File: src/hw/dpsc_pkg.sv
// Shared constants and types for the dual-port semaphore port controller.
package dpsc_pkg;

    // Pin widths of one memory port.
    localparam int PIN_AW = 15;
    localparam int PIN_DW = 16;
    localparam int SEM_IW = 3;

    // Register bus geometry.
    localparam int BUS_AW = 5;
    localparam int BUS_DW = 32;

    // Timing, in nanoseconds and in clock cycles.
    localparam int CLK_PERIOD_NS = 100;
    localparam int T_SETUP_NS    = 100;
    localparam int T_ACCESS_NS   = 200;
    localparam int T_RECOVER_NS  = 100;
    localparam int SYNC_CYCLES   = 3;
    localparam int CNT_W         = 4;
    localparam int SETUP_I   = (T_SETUP_NS + CLK_PERIOD_NS - 1) / CLK_PERIOD_NS;
    localparam int ACCESS_I  = (T_ACCESS_NS + CLK_PERIOD_NS - 1) / CLK_PERIOD_NS;
    localparam int RECOVER_I = (T_RECOVER_NS + CLK_PERIOD_NS - 1) / CLK_PERIOD_NS;
    localparam logic [CNT_W-1:0] SETUP_CNT   = CNT_W'((SETUP_I < 1) ? 1 : SETUP_I);
    localparam logic [CNT_W-1:0] WR_CNT      = CNT_W'((ACCESS_I < 1) ? 1 : ACCESS_I);
    localparam logic [CNT_W-1:0] RD_CNT      = CNT_W'(((ACCESS_I < 1) ? 1 : ACCESS_I)
                                                      + SYNC_CYCLES);
    localparam logic [CNT_W-1:0] RECOVER_CNT = CNT_W'((RECOVER_I < 1) ? 1 : RECOVER_I);
    localparam logic [CNT_W-1:0] CNT_LAST    = 4'h1;

    // Register offsets.
    localparam logic [BUS_AW-1:0] OFS_CMD    = 5'h00;
    localparam logic [BUS_AW-1:0] OFS_ADDR   = 5'h04;
    localparam logic [BUS_AW-1:0] OFS_WDATA  = 5'h08;
    localparam logic [BUS_AW-1:0] OFS_RDATA  = 5'h0C;
    localparam logic [BUS_AW-1:0] OFS_STATUS = 5'h10;

    // Status field positions.
    localparam int ST_BUSY    = 0;
    localparam int ST_DONE    = 1;
    localparam int ST_COLL    = 2;
    localparam int ST_WON     = 3;
    localparam int ST_REFUSED = 4;

    // Reset values.
    localparam logic [PIN_AW-1:0] ADDR_RST  = 15'h0000;
    localparam logic [PIN_DW-1:0] WDATA_RST = 16'h0000;

    // Bus responses.
    localparam logic [1:0] RESP_OKAY   = 2'h0;
    localparam logic [1:0] RESP_SLVERR = 2'h2;

    // Commands written to the command register.
    typedef enum logic [2:0] {
        OP_MEM_RD  = 3'h0,
        OP_MEM_WR  = 3'h1,
        OP_SEM_RD  = 3'h2,
        OP_SEM_WR  = 3'h3,
        OP_CLAIM   = 3'h4,
        OP_RELEASE = 3'h5
    } dpsc_op_t;

    // Pin sequencer states.
    typedef enum logic [1:0] {
        S_IDLE    = 2'h0,
        S_SETUP   = 2'h1,
        S_STROBE  = 2'h2,
        S_RECOVER = 2'h3
    } dpsc_state_t;

endpackage

File: src/hw/dpsc_pin_if.sv
// Interface between the controller core and its pin stage.
`timescale 1ns/10ps
interface dpsc_pin_if;
    import dpsc_pkg::*;
    logic [PIN_AW-1:0] addr;
    logic [PIN_DW-1:0] wdata;
    logic              ce_n;
    logic              sem_n;
    logic              oe_n;
    logic              rw_n;
    logic              drive;
    logic [PIN_DW-1:0] rdata;
    logic              busy_n;

    modport ctl (output addr, wdata, ce_n, sem_n, oe_n, rw_n, drive, input rdata, busy_n);
    modport phy (input addr, wdata, ce_n, sem_n, oe_n, rw_n, drive, output rdata, busy_n);
endinterface

File: src/hw/dpsc_pin_stage.sv
// Pin stage: registers every port output and synchronises every port input.
`timescale 1ns/10ps
module dpsc_pin_stage (
    // Clock and reset
    input  wire logic                        aclk,
    input  wire logic                        aresetn,
    // Core side
    dpsc_pin_if.phy                          pif,
    // Memory port pins
    output logic [dpsc_pkg::PIN_AW-1:0]      pin_addr,
    input  wire logic [dpsc_pkg::PIN_DW-1:0] pin_data_in,
    output logic [dpsc_pkg::PIN_DW-1:0]      pin_data_out,
    output logic                             pin_data_oe,
    output logic                             pin_chip_enable_n,
    output logic                             pin_semaphore_select_n,
    output logic                             pin_output_enable_n,
    output logic                             pin_read_write_n,
    output logic [1:0]                       pin_byte_enable_n,
    input  wire logic                        pin_collision_flag_n
);
    import dpsc_pkg::*;

    logic [PIN_DW-1:0] data_meta_r;
    logic [PIN_DW-1:0] data_sync_r;
    logic              coll_meta_r;
    logic              coll_sync_r;

    // Outputs come from flops so the pins never glitch between states.
    always_ff @(posedge aclk) begin
        if (!aresetn) begin
            pin_addr               <= ADDR_RST;
            pin_data_out           <= WDATA_RST;
            pin_data_oe            <= 1'b0;
            pin_chip_enable_n      <= 1'b1;
            pin_semaphore_select_n <= 1'b1;
            pin_output_enable_n    <= 1'b1;
            pin_read_write_n       <= 1'b1;
            pin_byte_enable_n      <= 2'h3;
        end else begin
            pin_addr               <= pif.addr;
            pin_data_out           <= pif.wdata;
            pin_data_oe            <= pif.drive;
            pin_chip_enable_n      <= pif.ce_n;
            pin_semaphore_select_n <= pif.sem_n;
            pin_output_enable_n    <= pif.oe_n;
            pin_read_write_n       <= pif.rw_n;
            pin_byte_enable_n      <= {2{pif.ce_n}};
        end
    end

    // Two-flop synchronisers; the first stage feeds only the second.
    always_ff @(posedge aclk) begin
        if (!aresetn) begin
            data_meta_r <= WDATA_RST;
            data_sync_r <= WDATA_RST;
            coll_meta_r <= 1'b1;
            coll_sync_r <= 1'b1;
        end else begin
            data_meta_r <= pin_data_in;
            data_sync_r <= data_meta_r;
            coll_meta_r <= pin_collision_flag_n;
            coll_sync_r <= coll_meta_r;
        end
    end

    assign pif.rdata  = data_sync_r;
    assign pif.busy_n = coll_sync_r;
endmodule

File: src/hw/dpsc_top.sv
// Host controller for one port of a dual-port memory with hardware semaphores.
//
// Contract
// - Cascaded array has exactly one master part.
// - Address and enable settle before write strobe.
// - Semaphore select low picks semaphore space.
// - Zero requests a token, one releases it.
// - Claim by write zero, then read back.
//
// Our own choices: the AXI4-Lite slave port and the placing of the registers.
`timescale 1ns/10ps
module dpsc_top (
    // Clock and reset
    input  wire logic                        aclk,
    input  wire logic                        aresetn,
    // AXI4-Lite write channels
    input  wire logic [dpsc_pkg::BUS_AW-1:0] s_axi_awaddr,
    input  wire logic                        s_axi_awvalid,
    output logic                             s_axi_awready,
    input  wire logic [dpsc_pkg::BUS_DW-1:0] s_axi_wdata,
    input  wire logic [3:0]                  s_axi_wstrb,
    input  wire logic                        s_axi_wvalid,
    output logic                             s_axi_wready,
    output logic [1:0]                       s_axi_bresp,
    output logic                             s_axi_bvalid,
    input  wire logic                        s_axi_bready,
    // AXI4-Lite read channels
    input  wire logic [dpsc_pkg::BUS_AW-1:0] s_axi_araddr,
    input  wire logic                        s_axi_arvalid,
    output logic                             s_axi_arready,
    output logic [dpsc_pkg::BUS_DW-1:0]      s_axi_rdata,
    output logic [1:0]                       s_axi_rresp,
    output logic                             s_axi_rvalid,
    input  wire logic                        s_axi_rready,
    // Memory port pins
    output logic [dpsc_pkg::PIN_AW-1:0]      pin_addr,
    input  wire logic [dpsc_pkg::PIN_DW-1:0] pin_data_in,
    output logic [dpsc_pkg::PIN_DW-1:0]      pin_data_out,
    output logic                             pin_data_oe,
    output logic                             pin_chip_enable_n,
    output logic                             pin_semaphore_select_n,
    output logic                             pin_output_enable_n,
    output logic                             pin_read_write_n,
    output logic [1:0]                       pin_byte_enable_n,
    input  wire logic                        pin_collision_flag_n
);
    import dpsc_pkg::*;

    // Word decode of a byte address, used by both bus directions.
    function automatic logic hits(input logic [BUS_AW-1:0] a, input logic [BUS_AW-1:0] ofs);
        hits = (a[BUS_AW-1:2] == ofs[BUS_AW-1:2]);
    endfunction

    // Commands that touch the semaphore space rather than the array.
    function automatic logic is_sem(input dpsc_op_t op);
        is_sem = (op == OP_SEM_RD) || (op == OP_SEM_WR) || (op == OP_CLAIM)
                 || (op == OP_RELEASE);
    endfunction

    // Commands whose first bus phase is a write.
    function automatic logic is_write(input dpsc_op_t op);
        is_write = (op != OP_MEM_RD) && (op != OP_SEM_RD);
    endfunction

    // Byte-lane merge of a bus write into a stored word.
    function automatic logic [BUS_DW-1:0] merge(input logic [BUS_DW-1:0] old_v,
                                                input logic [BUS_DW-1:0] new_v,
                                                input logic [3:0]        strb);
        logic [BUS_DW-1:0] res;
        res = old_v;
        for (int i = 0; i < 4; i++) begin
            if (strb[i]) begin
                res[8*i +: 8] = new_v[8*i +: 8];
            end
        end
        merge = res;
    endfunction

    dpsc_pin_if pif ();

    logic                 aw_held_r;
    logic [BUS_AW-1:0]    aw_addr_r;
    logic                 w_held_r;
    logic [BUS_DW-1:0]    w_data_r;
    logic [3:0]           w_strb_r;
    logic                 wr_fire;
    logic                 rd_take;
    logic [PIN_AW-1:0]    addr_r;
    logic [PIN_DW-1:0]    wdat_r;
    logic [PIN_DW-1:0]    rdat_r;
    logic                 done_r;
    logic                 coll_r;
    logic                 won_r;
    logic                 refused_r;
    dpsc_op_t             cur_op_r;
    dpsc_op_t             new_op;
    dpsc_state_t          state_r;
    logic [CNT_W-1:0]     cnt_r;
    logic                 rd_phase_r;
    logic                 cmd_hit;
    logic                 op_ok;
    logic                 start;
    logic                 wr_phase;
    logic                 capture;
    logic                 finish;
    logic                 coll_seen;
    logic                 sem_bit;
    logic [BUS_DW-1:0]    status_w;
    logic [BUS_DW-1:0]    clr_w;
    logic                 p_ce_n_r;
    logic                 p_sem_n_r;
    logic                 p_oe_n_r;
    logic                 p_rw_n_r;
    logic                 p_drive_r;
    logic [PIN_AW-1:0]    p_addr_r;
    logic [PIN_DW-1:0]    p_wdata_r;

    // A write completes once both address and data have been taken, in any order.
    assign s_axi_awready = !aw_held_r && !s_axi_bvalid;
    assign s_axi_wready  = !w_held_r && !s_axi_bvalid;
    assign wr_fire       = aw_held_r && w_held_r;
    assign s_axi_arready = !s_axi_rvalid;
    assign rd_take       = s_axi_arvalid && s_axi_arready;

    // Write address and data holding stages.
    always_ff @(posedge aclk) begin
        if (!aresetn) begin
            aw_held_r <= 1'b0;
            aw_addr_r <= OFS_CMD;
            w_held_r  <= 1'b0;
            w_data_r  <= 32'h0000_0000;
            w_strb_r  <= 4'h0;
        end else begin
            if (s_axi_awvalid && s_axi_awready) begin
                aw_held_r <= 1'b1;
                aw_addr_r <= s_axi_awaddr;
            end else if (wr_fire) begin
                aw_held_r <= 1'b0;
            end
            if (s_axi_wvalid && s_axi_wready) begin
                w_held_r <= 1'b1;
                w_data_r <= s_axi_wdata;
                w_strb_r <= s_axi_wstrb;
            end else if (wr_fire) begin
                w_held_r <= 1'b0;
            end
        end
    end

    // Write response; unmapped or read-only words answer with an error.
    always_ff @(posedge aclk) begin
        if (!aresetn) begin
            s_axi_bvalid <= 1'b0;
            s_axi_bresp  <= RESP_OKAY;
        end else if (wr_fire) begin
            s_axi_bvalid <= 1'b1;
            s_axi_bresp  <= (hits(aw_addr_r, OFS_CMD) || hits(aw_addr_r, OFS_ADDR)
                             || hits(aw_addr_r, OFS_WDATA) || hits(aw_addr_r, OFS_STATUS))
                            ? RESP_OKAY : RESP_SLVERR;
        end else if (s_axi_bready) begin
            s_axi_bvalid <= 1'b0;
        end
    end

    // Address and data registers that steer the next access.
    always_ff @(posedge aclk) begin
        if (!aresetn) begin
            addr_r <= ADDR_RST;
            wdat_r <= WDATA_RST;
        end else if (wr_fire) begin
            if (hits(aw_addr_r, OFS_ADDR)) begin
                addr_r <= PIN_AW'(merge({17'h0_0000, addr_r}, w_data_r, w_strb_r));
            end
            if (hits(aw_addr_r, OFS_WDATA)) begin
                wdat_r <= PIN_DW'(merge({16'h0000, wdat_r}, w_data_r, w_strb_r));
            end
        end
    end

    // Command acceptance; a command while busy or an unknown code is refused.
    assign new_op   = dpsc_op_t'(w_data_r[2:0]);
    assign cmd_hit  = wr_fire && hits(aw_addr_r, OFS_CMD) && w_strb_r[0];
    assign op_ok    = (w_data_r[2:0] <= OP_RELEASE);
    assign start    = cmd_hit && op_ok && (state_r == S_IDLE);
    assign wr_phase = is_write(cur_op_r) && !rd_phase_r;
    assign capture  = (state_r == S_STROBE) && (cnt_r == CNT_LAST) && !wr_phase;
    assign finish   = (state_r == S_RECOVER) && (cnt_r == CNT_LAST)
                      && !((cur_op_r == OP_CLAIM) && !rd_phase_r);
    // Collision is only meaningful for array accesses, never for semaphores.
    assign coll_seen = (state_r == S_STROBE) && !is_sem(cur_op_r) && !pif.busy_n;
    // Claim writes zero, release writes one, plain writes take data bit zero.
    assign sem_bit  = (new_op == OP_CLAIM) ? 1'b0 :
                      (new_op == OP_RELEASE) ? 1'b1 : wdat_r[0];

    // Pin sequencer: select, settle, strobe, deselect.
    always_ff @(posedge aclk) begin
        if (!aresetn) begin
            state_r    <= S_IDLE;
            cnt_r      <= SETUP_CNT;
            rd_phase_r <= 1'b0;
            cur_op_r   <= OP_MEM_RD;
            p_ce_n_r   <= 1'b1;
            p_sem_n_r  <= 1'b1;
            p_oe_n_r   <= 1'b1;
            p_rw_n_r   <= 1'b1;
            p_drive_r  <= 1'b0;
            p_addr_r   <= ADDR_RST;
            p_wdata_r  <= WDATA_RST;
        end else begin
            case (state_r)
                S_IDLE: begin
                    if (start) begin
                        cur_op_r   <= new_op;
                        rd_phase_r <= 1'b0;
                        p_ce_n_r   <= is_sem(new_op);
                        p_sem_n_r  <= !is_sem(new_op);
                        // Only the latch index reaches the pins in semaphore space.
                        p_addr_r   <= is_sem(new_op) ? {12'h000, addr_r[SEM_IW-1:0]}
                                                     : addr_r;
                        p_wdata_r  <= is_sem(new_op) ? {PIN_DW{sem_bit}} : wdat_r;
                        cnt_r      <= SETUP_CNT;
                        state_r    <= S_SETUP;
                    end
                end
                S_SETUP: begin
                    // Address and select settle before any strobe starts.
                    if (cnt_r == CNT_LAST) begin
                        p_rw_n_r  <= !wr_phase;
                        p_drive_r <= wr_phase;
                        p_oe_n_r  <= wr_phase;
                        cnt_r     <= wr_phase ? WR_CNT : RD_CNT;
                        state_r   <= S_STROBE;
                    end else begin
                        cnt_r <= cnt_r - 4'h1;
                    end
                end
                S_STROBE: begin
                    if (cnt_r == CNT_LAST) begin
                        // Dropping both selects ends the access and lets the
                        // part fall to standby; the next read re-latches.
                        p_rw_n_r  <= 1'b1;
                        p_oe_n_r  <= 1'b1;
                        p_ce_n_r  <= 1'b1;
                        p_sem_n_r <= 1'b1;
                        cnt_r     <= RECOVER_CNT;
                        state_r   <= S_RECOVER;
                    end else begin
                        cnt_r <= cnt_r - 4'h1;
                    end
                end
                S_RECOVER: begin
                    if (cnt_r != CNT_LAST) begin
                        cnt_r <= cnt_r - 4'h1;
                    end else if ((cur_op_r == OP_CLAIM) && !rd_phase_r) begin
                        // Claim reads back after its zero write.
                        rd_phase_r <= 1'b1;
                        p_drive_r  <= 1'b0;
                        p_sem_n_r  <= 1'b0;
                        cnt_r      <= SETUP_CNT;
                        state_r    <= S_SETUP;
                    end else begin
                        p_drive_r <= 1'b0;
                        state_r   <= S_IDLE;
                    end
                end
                default: begin
                    state_r <= S_IDLE;
                end
            endcase
        end
    end

    // Read capture; a semaphore flag arrives replicated, so bit zero is enough.
    always_ff @(posedge aclk) begin
        if (!aresetn) begin
            rdat_r <= WDATA_RST;
            won_r  <= 1'b0;
        end else if (capture) begin
            rdat_r <= pif.rdata;
            if (cur_op_r == OP_CLAIM) begin
                won_r <= !pif.rdata[0];
            end
        end
    end

    // Sticky status bits: hardware set wins over a same-cycle clear.
    assign clr_w = (wr_fire && hits(aw_addr_r, OFS_STATUS)) ? merge(32'h0000_0000, w_data_r,
                                                                    w_strb_r) : 32'h0000_0000;
    always_ff @(posedge aclk) begin
        if (!aresetn) begin
            done_r    <= 1'b0;
            coll_r    <= 1'b0;
            refused_r <= 1'b0;
        end else begin
            done_r    <= finish || (done_r && !clr_w[ST_DONE]);
            coll_r    <= coll_seen || (coll_r && !clr_w[ST_COLL]);
            refused_r <= (cmd_hit && !start) || (refused_r && !clr_w[ST_REFUSED]);
        end
    end

    // Read channel.
    always_comb begin
        status_w             = 32'h0000_0000;
        status_w[ST_BUSY]    = (state_r != S_IDLE);
        status_w[ST_DONE]    = done_r;
        status_w[ST_COLL]    = coll_r;
        status_w[ST_WON]     = won_r;
        status_w[ST_REFUSED] = refused_r;
    end

    always_ff @(posedge aclk) begin
        if (!aresetn) begin
            s_axi_rvalid <= 1'b0;
            s_axi_rdata  <= 32'h0000_0000;
            s_axi_rresp  <= RESP_OKAY;
        end else if (rd_take) begin
            s_axi_rvalid <= 1'b1;
            s_axi_rresp  <= RESP_OKAY;
            if (hits(s_axi_araddr, OFS_CMD)) begin
                s_axi_rdata <= {29'h0000_0000, cur_op_r};
            end else if (hits(s_axi_araddr, OFS_ADDR)) begin
                s_axi_rdata <= {17'h0_0000, addr_r};
            end else if (hits(s_axi_araddr, OFS_WDATA)) begin
                s_axi_rdata <= {16'h0000, wdat_r};
            end else if (hits(s_axi_araddr, OFS_RDATA)) begin
                s_axi_rdata <= {16'h0000, rdat_r};
            end else if (hits(s_axi_araddr, OFS_STATUS)) begin
                s_axi_rdata <= status_w;
            end else begin
                s_axi_rdata <= 32'h0000_0000;
                s_axi_rresp <= RESP_SLVERR;
            end
        end else if (s_axi_rready) begin
            s_axi_rvalid <= 1'b0;
        end
    end

    // Core drives toward the pin stage.
    assign pif.addr  = p_addr_r;
    assign pif.wdata = p_wdata_r;
    assign pif.ce_n  = p_ce_n_r;
    assign pif.sem_n = p_sem_n_r;
    assign pif.oe_n  = p_oe_n_r;
    assign pif.rw_n  = p_rw_n_r;
    assign pif.drive = p_drive_r;

    dpsc_pin_stage u_pins (
        .aclk                   (aclk),
        .aresetn                (aresetn),
        .pif                    (pif.phy),
        .pin_addr               (pin_addr),
        .pin_data_in            (pin_data_in),
        .pin_data_out           (pin_data_out),
        .pin_data_oe            (pin_data_oe),
        .pin_chip_enable_n      (pin_chip_enable_n),
        .pin_semaphore_select_n (pin_semaphore_select_n),
        .pin_output_enable_n    (pin_output_enable_n),
        .pin_read_write_n       (pin_read_write_n),
        .pin_byte_enable_n      (pin_byte_enable_n),
        .pin_collision_flag_n   (pin_collision_flag_n)
    );
endmodule

File: config.mk
export PLATFORM = sky130hd
export DESIGN_NAME = dpsc_top
export DESIGN_NICKNAME = d
export VERILOG_FILES = /design/src/hw/dpsc_pkg.sv /design/src/hw/dpsc_pin_if.sv /design/src/hw/dpsc_pin_stage.sv /design/src/hw/dpsc_top.sv
export SDC_FILE = /design/constraint.sdc
export NUM_CORES = 1
export LEC_CHECK = 0
export ABC_AREA = 0
export BUFFER_PORTS_ARGS = -buffer_cell sky130_fd_sc_hd__clkbuf_2
export CAP_MARGIN = 20
export CORE_MARGIN = 2
export CORE_UTILIZATION = 55
export DETAILED_ROUTE_END_ITERATION = 16
export PLACE_DENSITY = 0.76
export SYNTH_ARGS = -nofsm -noshare
export SYNTH_HDL_FRONTEND = slang
export SYNTH_SLANG_ARGS = --single-unit
File: constraint.sdc
create_clock -name aclk -period 2.4 [get_ports aclk]
set_input_delay 0.12 -clock aclk [delete_from_list [all_inputs] [get_ports aclk]]
set_output_delay 0.12 -clock aclk [all_outputs]
set_load 0.03 [all_outputs]
**After elaboration in Yosys (flattened, before gate mapping)**

Index checks and enable logic that the tools add are counted.

- Bits in registers: 233
- Output and inout bits: 79

- Add/subtract/negate cells: 1
- $lt $le $gt $ge: 1
- Eq/ne operators: 27
- Mux-type cells: 54
- Reduce and logical (&&, ||, !) cells: 78

Operators by type and width:

| operator | count |
|---|---|
| 16-bit two-way mux | 5 |
| 1-bit logical AND | 24 |
| 3-bit by 2-bit equality test with 1-bit output (second input constant) | 7 |
| 1-bit two-way mux | 21 |
| 3-bit AND reduction | 7 |
| 2-bit two-way mux | 10 |
| 4-bit two-way mux | 5 |
| 3-bit equality test (second input constant) | 6 |
| 2-bit nonzero test | 9 |
| 4-bit case mux with 4 select lines | 1 |
| 1-bit logical NOT | 15 |
| 15-bit two-way mux | 1 |
| 5-bit two-way mux | 3 |
| 1-bit logical OR | 12 |
| 1-bit case mux with 2 select lines | 5 |
| 2-bit case mux with 4 select lines | 1 |
| 4-bit AND reduction | 2 |
| 3-bit by 1-bit equality test with 1-bit output (second input constant) | 2 |
| 3-bit logical NOT | 2 |
| 2-bit != test (second input constant) | 3 |
| 2-bit AND reduction | 3 |
| 3-bit nonzero test | 2 |
| 5-bit AND reduction | 1 |
| 2-bit equality test (second input constant) | 2 |
| 11 further kinds | 12 |

**Longest topological paths before layout**

- Depth after elaboration: 8
- Mapped depth: 8
- Mapped depth without buffers: 6

**Hierarchy**

From an unflattened synthesis, not the netlist that was laid out.

- Cells, all modules: 873
- Area total of the unflattened synthesis: 8,001.4 sq um

Modules (own cells, without submodules):

| module | times used | cells each | area an instance (sq um) |
|---|---|---|---|
| dpsc_top | 1 | 724 | 6,109.6 |
| dpsc_pin_stage | 1 | 149 | 1,891.8 |

**Least setup slack after synthesis**

No wires, ideal clock.

- Path kind: flip-flop to flip-flop
- Start point: register s_axi_bvalid
- End point: register w_data_r[14]
- Setup time: 71 ps
- Arrival time: 1,849 ps
- Required time: 2,329 ps
- Slack: 481 ps
- Cell stages (with the launch flop): 7
- Path buffers: 2
- Cells stage by stage: dfxtp_1 -> nor2_1 -> and2_1 -> clkbuf_1 -> buf_1 -> nand2_1 -> a21oi_1

- Word-level cells in the longest chain between the ends: 3

Ends and longest elaborated chain:

| what | RTL line | source |
|---|---|---|
| start, declared | dpsc_top.sv:25 | `output logic s_axi_bvalid,` |
| start signal, assigned | dpsc_top.sv:153 | `s_axi_bvalid <= 1'b0;` |
| start signal, assigned | dpsc_top.sv:156 | `s_axi_bvalid <= 1'b1;` |
| start signal, assigned | dpsc_top.sv:161 | `s_axi_bvalid <= 1'b0;` |
| 1-bit logical NOT | dpsc_top.sv:120 | `assign s_axi_wready = !w_held_r && !s_axi_bvalid;` |
| 1-bit logical AND | dpsc_top.sv:120 |  |
| via s_axi_wready | dpsc_top.sv:23 | `output logic s_axi_wready,` |
| 1-bit logical AND | dpsc_top.sv:140 | `if (s_axi_wvalid && s_axi_wready) begin` |
| end signal, assigned | dpsc_top.sv:142 | `w_data_r <= s_axi_wdata;` |
| end, declared | dpsc_top.sv:84 | `logic [BUS_DW-1:0] w_data_r;` |

The timed path passes the listed nets, and every way through them passes these cells.
A chain may end at the register's enable or synchronous reset.

**Worst setup path after layout**

- Start point: register state_r[0]
- End point: register state_r[0]

- Word-level cells in the longest chain between the ends: 4

Ends and longest elaborated chain:

| what | RTL line | source |
|---|---|---|
| start, declared | dpsc_top.sv:97 | `dpsc_state_t state_r;` |
| start signal, assigned | dpsc_top.sv:198 | `state_r <= S_IDLE;` |
| start signal, assigned | dpsc_top.sv:222 | `state_r <= S_SETUP;` |
| start signal, assigned | dpsc_top.sv:232 | `state_r <= S_STROBE;` |
| 2-bit logical NOT | dpsc_top.sv:184, dpsc_top.sv:210 |  |
| 1-bit logical AND | dpsc_top.sv:184 | `assign start = cmd_hit && op_ok && (state_r == S_IDLE);` |
| 2-bit != test (no source line) | -- |  |
| 4-bit AND reduction (no source line) | -- |  |

Several ways; a longest one is shown, not always the timed one.

==> flow_summary.toml <==
[critical_path]
max_stage_delay_ps = 430
worstSetupStartpointType = "flip-flop"
crit_family = "simple AND/OR/NAND/NOR gates"
cp_slowest_cell = "nor3_1"
cp_data_required_time_ps = 2830
crit_path_end_kind = "flip-flop"
critPathArrivalTime_ps = 2390
path_cells = "inv_1 > ha_1 > nor3_1 > nor2_1 > o31ai_1 > o311a_1"
worstPathMaxFanout = 10
worstSetupPathType = "flip-flop to flip-flop"
crit_buf_inv = 1

[layout]
layout_common_cells = "dfxtp_1 (210), clkbuf_2 (108), nand2_1 (103)"
fin_cells = 1178
finalNetCount = 1063
num-fill-cells = 1115
final_layout_size_suffix_gt1_share_pct = 16.73
syn2layout_area_growth_pct = 20.56
diodes = 0
multi_input_area_mm2 = 0.003344
mostFrequentLayoutCell = "dfxtp_1"
ff_latch_area_mm2 = 0.004204

[clock_network]
cts_tree = "yes"
clk_latency_ps = 500
cts_buffers = 21
cts.path.max_buffers = 3
cts_setup_buffers = 0
clock-sinks = 210
h-tree-depth = 1
clkTransAtPathRegs_ps = 60
root_buffer = "clkbuf_16"

[timing]
setup_tns_ps = 0
finalSetupViolations = 0
clock-skew-final_ps = 16.55
period_minus_slack_ps = 1956
post-route-period-util_pct = 81.49
tightest_slew_ps = 789.7
max_slew_margin_pct = 46.96
fmax_mhz = 511.3
finalHoldViolCount = 0
rsz0062_at_grt = "false"
finalMaxSlewViolations = 0
layout_setup_ws_ps = 444.3

[placement]
place_inst = 1104
gp_congestion = 0.8497
port_buffers = 108
place_ws_ps = 478.6
place_hpwl_um = 10940

[synthesis]
post_synth.cell_area_avg_um2 = 9.175
ys.flop_type = "dfxtp_1"
synth_seq_area_share_pct = 53.10
netlist_area_mm2 = 0.007918
synthArstFlopShare_pct = 0
synth.distinct_cells = 63
ys_ff_latch = 210
netlist_instances = 863
yosys_warnings = 0
synth_edf_count = 0

[power]
seqPwrFrac_pct = 47.2
internal-power_mw = 5.831
p_leak_nw = 4.059
pwr-share-comb_pct = 12.5
clockPowerShare_pct = 40.2
power_density_mw_per_mm2 = 815.4
power.net_switching_mw = 1.952
peakVddDrop_v = 0.0005353
swShare_pct = 25.08

[detailed_routing]
wl_um = 17010
dr.pass1.iters = 5
drc = 0
dr.first_iter.drc_count = 404
routed_via_density = 5.246
routedWlPerCell_um = 14.44
drtAntennaViolNets = 0
num_vias = 6180

[floorplan]
core_mm2 = 0.01399
initial_core_util_pct = 56.60
rows = 43
die_x_um = 124.0
dieArea_mm2 = 0.01537
pin_count = 149
die_h_um = 124.0

[global_route]
track_usage_pct = 22.58
grt_antenna_before_repair = 0
first_global_vias = 5698
grt_max_degree = 87
grt_pass1_wl_um = 27790
grt_overflow = 0

[worst_hold_path]
hp-class = "input port to flip-flop"

[run_status]
outcome = "finished clean"

[flow_run]
maxCapViolations = 0
[sequential cells by signal, indices dropped and copies added (netlist names), 3 cells and up]
name	cells
cnt_r	4
u_pins.pin_addr	15
s_axi_rdata	16
cur_op_r	3
rdat_r	16
p_wdata_r	16
u_pins.data_meta_r	16
p_addr_r	15
w_data_r	16
addr_r	15
u_pins.pif.rdata	16
u_pins.pin_data_out	16
wdat_r	16
aw_addr_r	3
[worst register-to-register path: cells and delay by family, from the launching register on]
kind	cells	cell delay (ps)
buffers and inverters	1	120
adder cells (fa/ha/maj)	1	350
flip-flops	1	390
AO/OA/AOI/OAI	2	470
AND/OR/NAND/NOR	2	570
[metrics by stage]
step	hold WS [ps]	total power, mW	instance area, um^2	util [%]
global placement	303.9	4.638	8486	60.66
global route	164.2	8.103	9545	68.24
CTS	109.7	7.826	9545	68.24
floorplan	221.5	4.456	7981	-
detailed placement	303.8	4.660	8486	60.66
finish	122.3	7.783	9545	68.24
[path summary, 6_finish.rpt]
kind,end,start,slack [ps],cells after the start
worst min register to register,u_pins.pif.busy_n$_SDFF_PN1_,u_pins.coll_meta_r$_SDFF_PN1_,400,1
worst max register to register,state_r[0]$_SDFFE_PN0P_,state_r[0]$_SDFFE_PN0P_,440,6
worst max-delay path,state_r[0]$_SDFFE_PN0P_,state_r[0]$_SDFFE_PN0P_,440,6
worst min-delay path,aw_held_r$_SDFFE_PN0P_,s_axi_awvalid,120,4
[power by group through the flow]
| stage | registers [mW] | clock network [mW] | logic (mW) |
|---|---|---|---|
| floorplan | 3.77 | 0 | 0.684 |
| detailed placement | 3.75 | 0 | 0.911 |
| finish | 3.68 | 3.13 | 0.975 |
| CTS | 3.67 | 3.19 | 0.965 |
| global route | 3.69 | 3.35 | 1.07 |
| global placement | 3.75 | 0 | 0.891 |
[logic make-up after synthesis]
| logic type | after synthesis | share of synthesized area, % |
|---|---|---|
| AO/OA/AOI/OAI | 157 | 12.34 |
| XOR/XNOR | 2 | 0.2213 |
| adder cells (fa/ha/maj) | 6 | 0.9481 |
| buffers and inverters | 92 | 5.563 |
| flip-flops | 210 | 53.10 |
| multiplexers | 42 | 5.341 |
| other | 1 | 0.04736 |
| AND/OR/NAND/NOR | 353 | 22.44 |
[metal layers]
metal	wire length [um]	up-vias	GRT usage, %
met5	0	-	0
met4	512	0	8.567
met3	1093	44	4.670
met2	7549	204	34.48
met1	7858	2807	31.58
li1	-	3125	-
[Yosys cell counts (7+ instances only)]
cell         n  area share, %
o21ai_0     10           0.63
nand2b_1    26            2.1
or3_1       12           0.95
nand2_1    103            4.9
nor2_1      82            3.9
nor3_1      23            1.5
a21oi_1     90            5.7
buf_4       23            2.2
inv_1       13           0.62
a32oi_1     12            1.3
clkbuf_1    45            2.1
mux2i_1     40            5.1
nand3_1     14           0.88
buf_2        7           0.44
a2bb2oi_1   10            1.1
dfxtp_1    210             53
and2_1      65            5.1
[area by class of cell]
cell class              instances  share of cell area (%)
well taps                     180                   2.359
inverters                      14                  0.5636
clock buffers                  29                   6.344
multi-input cells             578                   35.04
flip-flops and latches        210                   44.04
clock inverters                 5                  0.5636
repair buffers                162                   11.09
[what timing repair did]
item,4_1_cts,5_1_grt
setup endpoints to repair,0,0
hold buffers,40,0
endpoints found under the hold margin,40,0
gates resized for setup,0,0
Note: power is estimated with default switching activity, not from simulation.
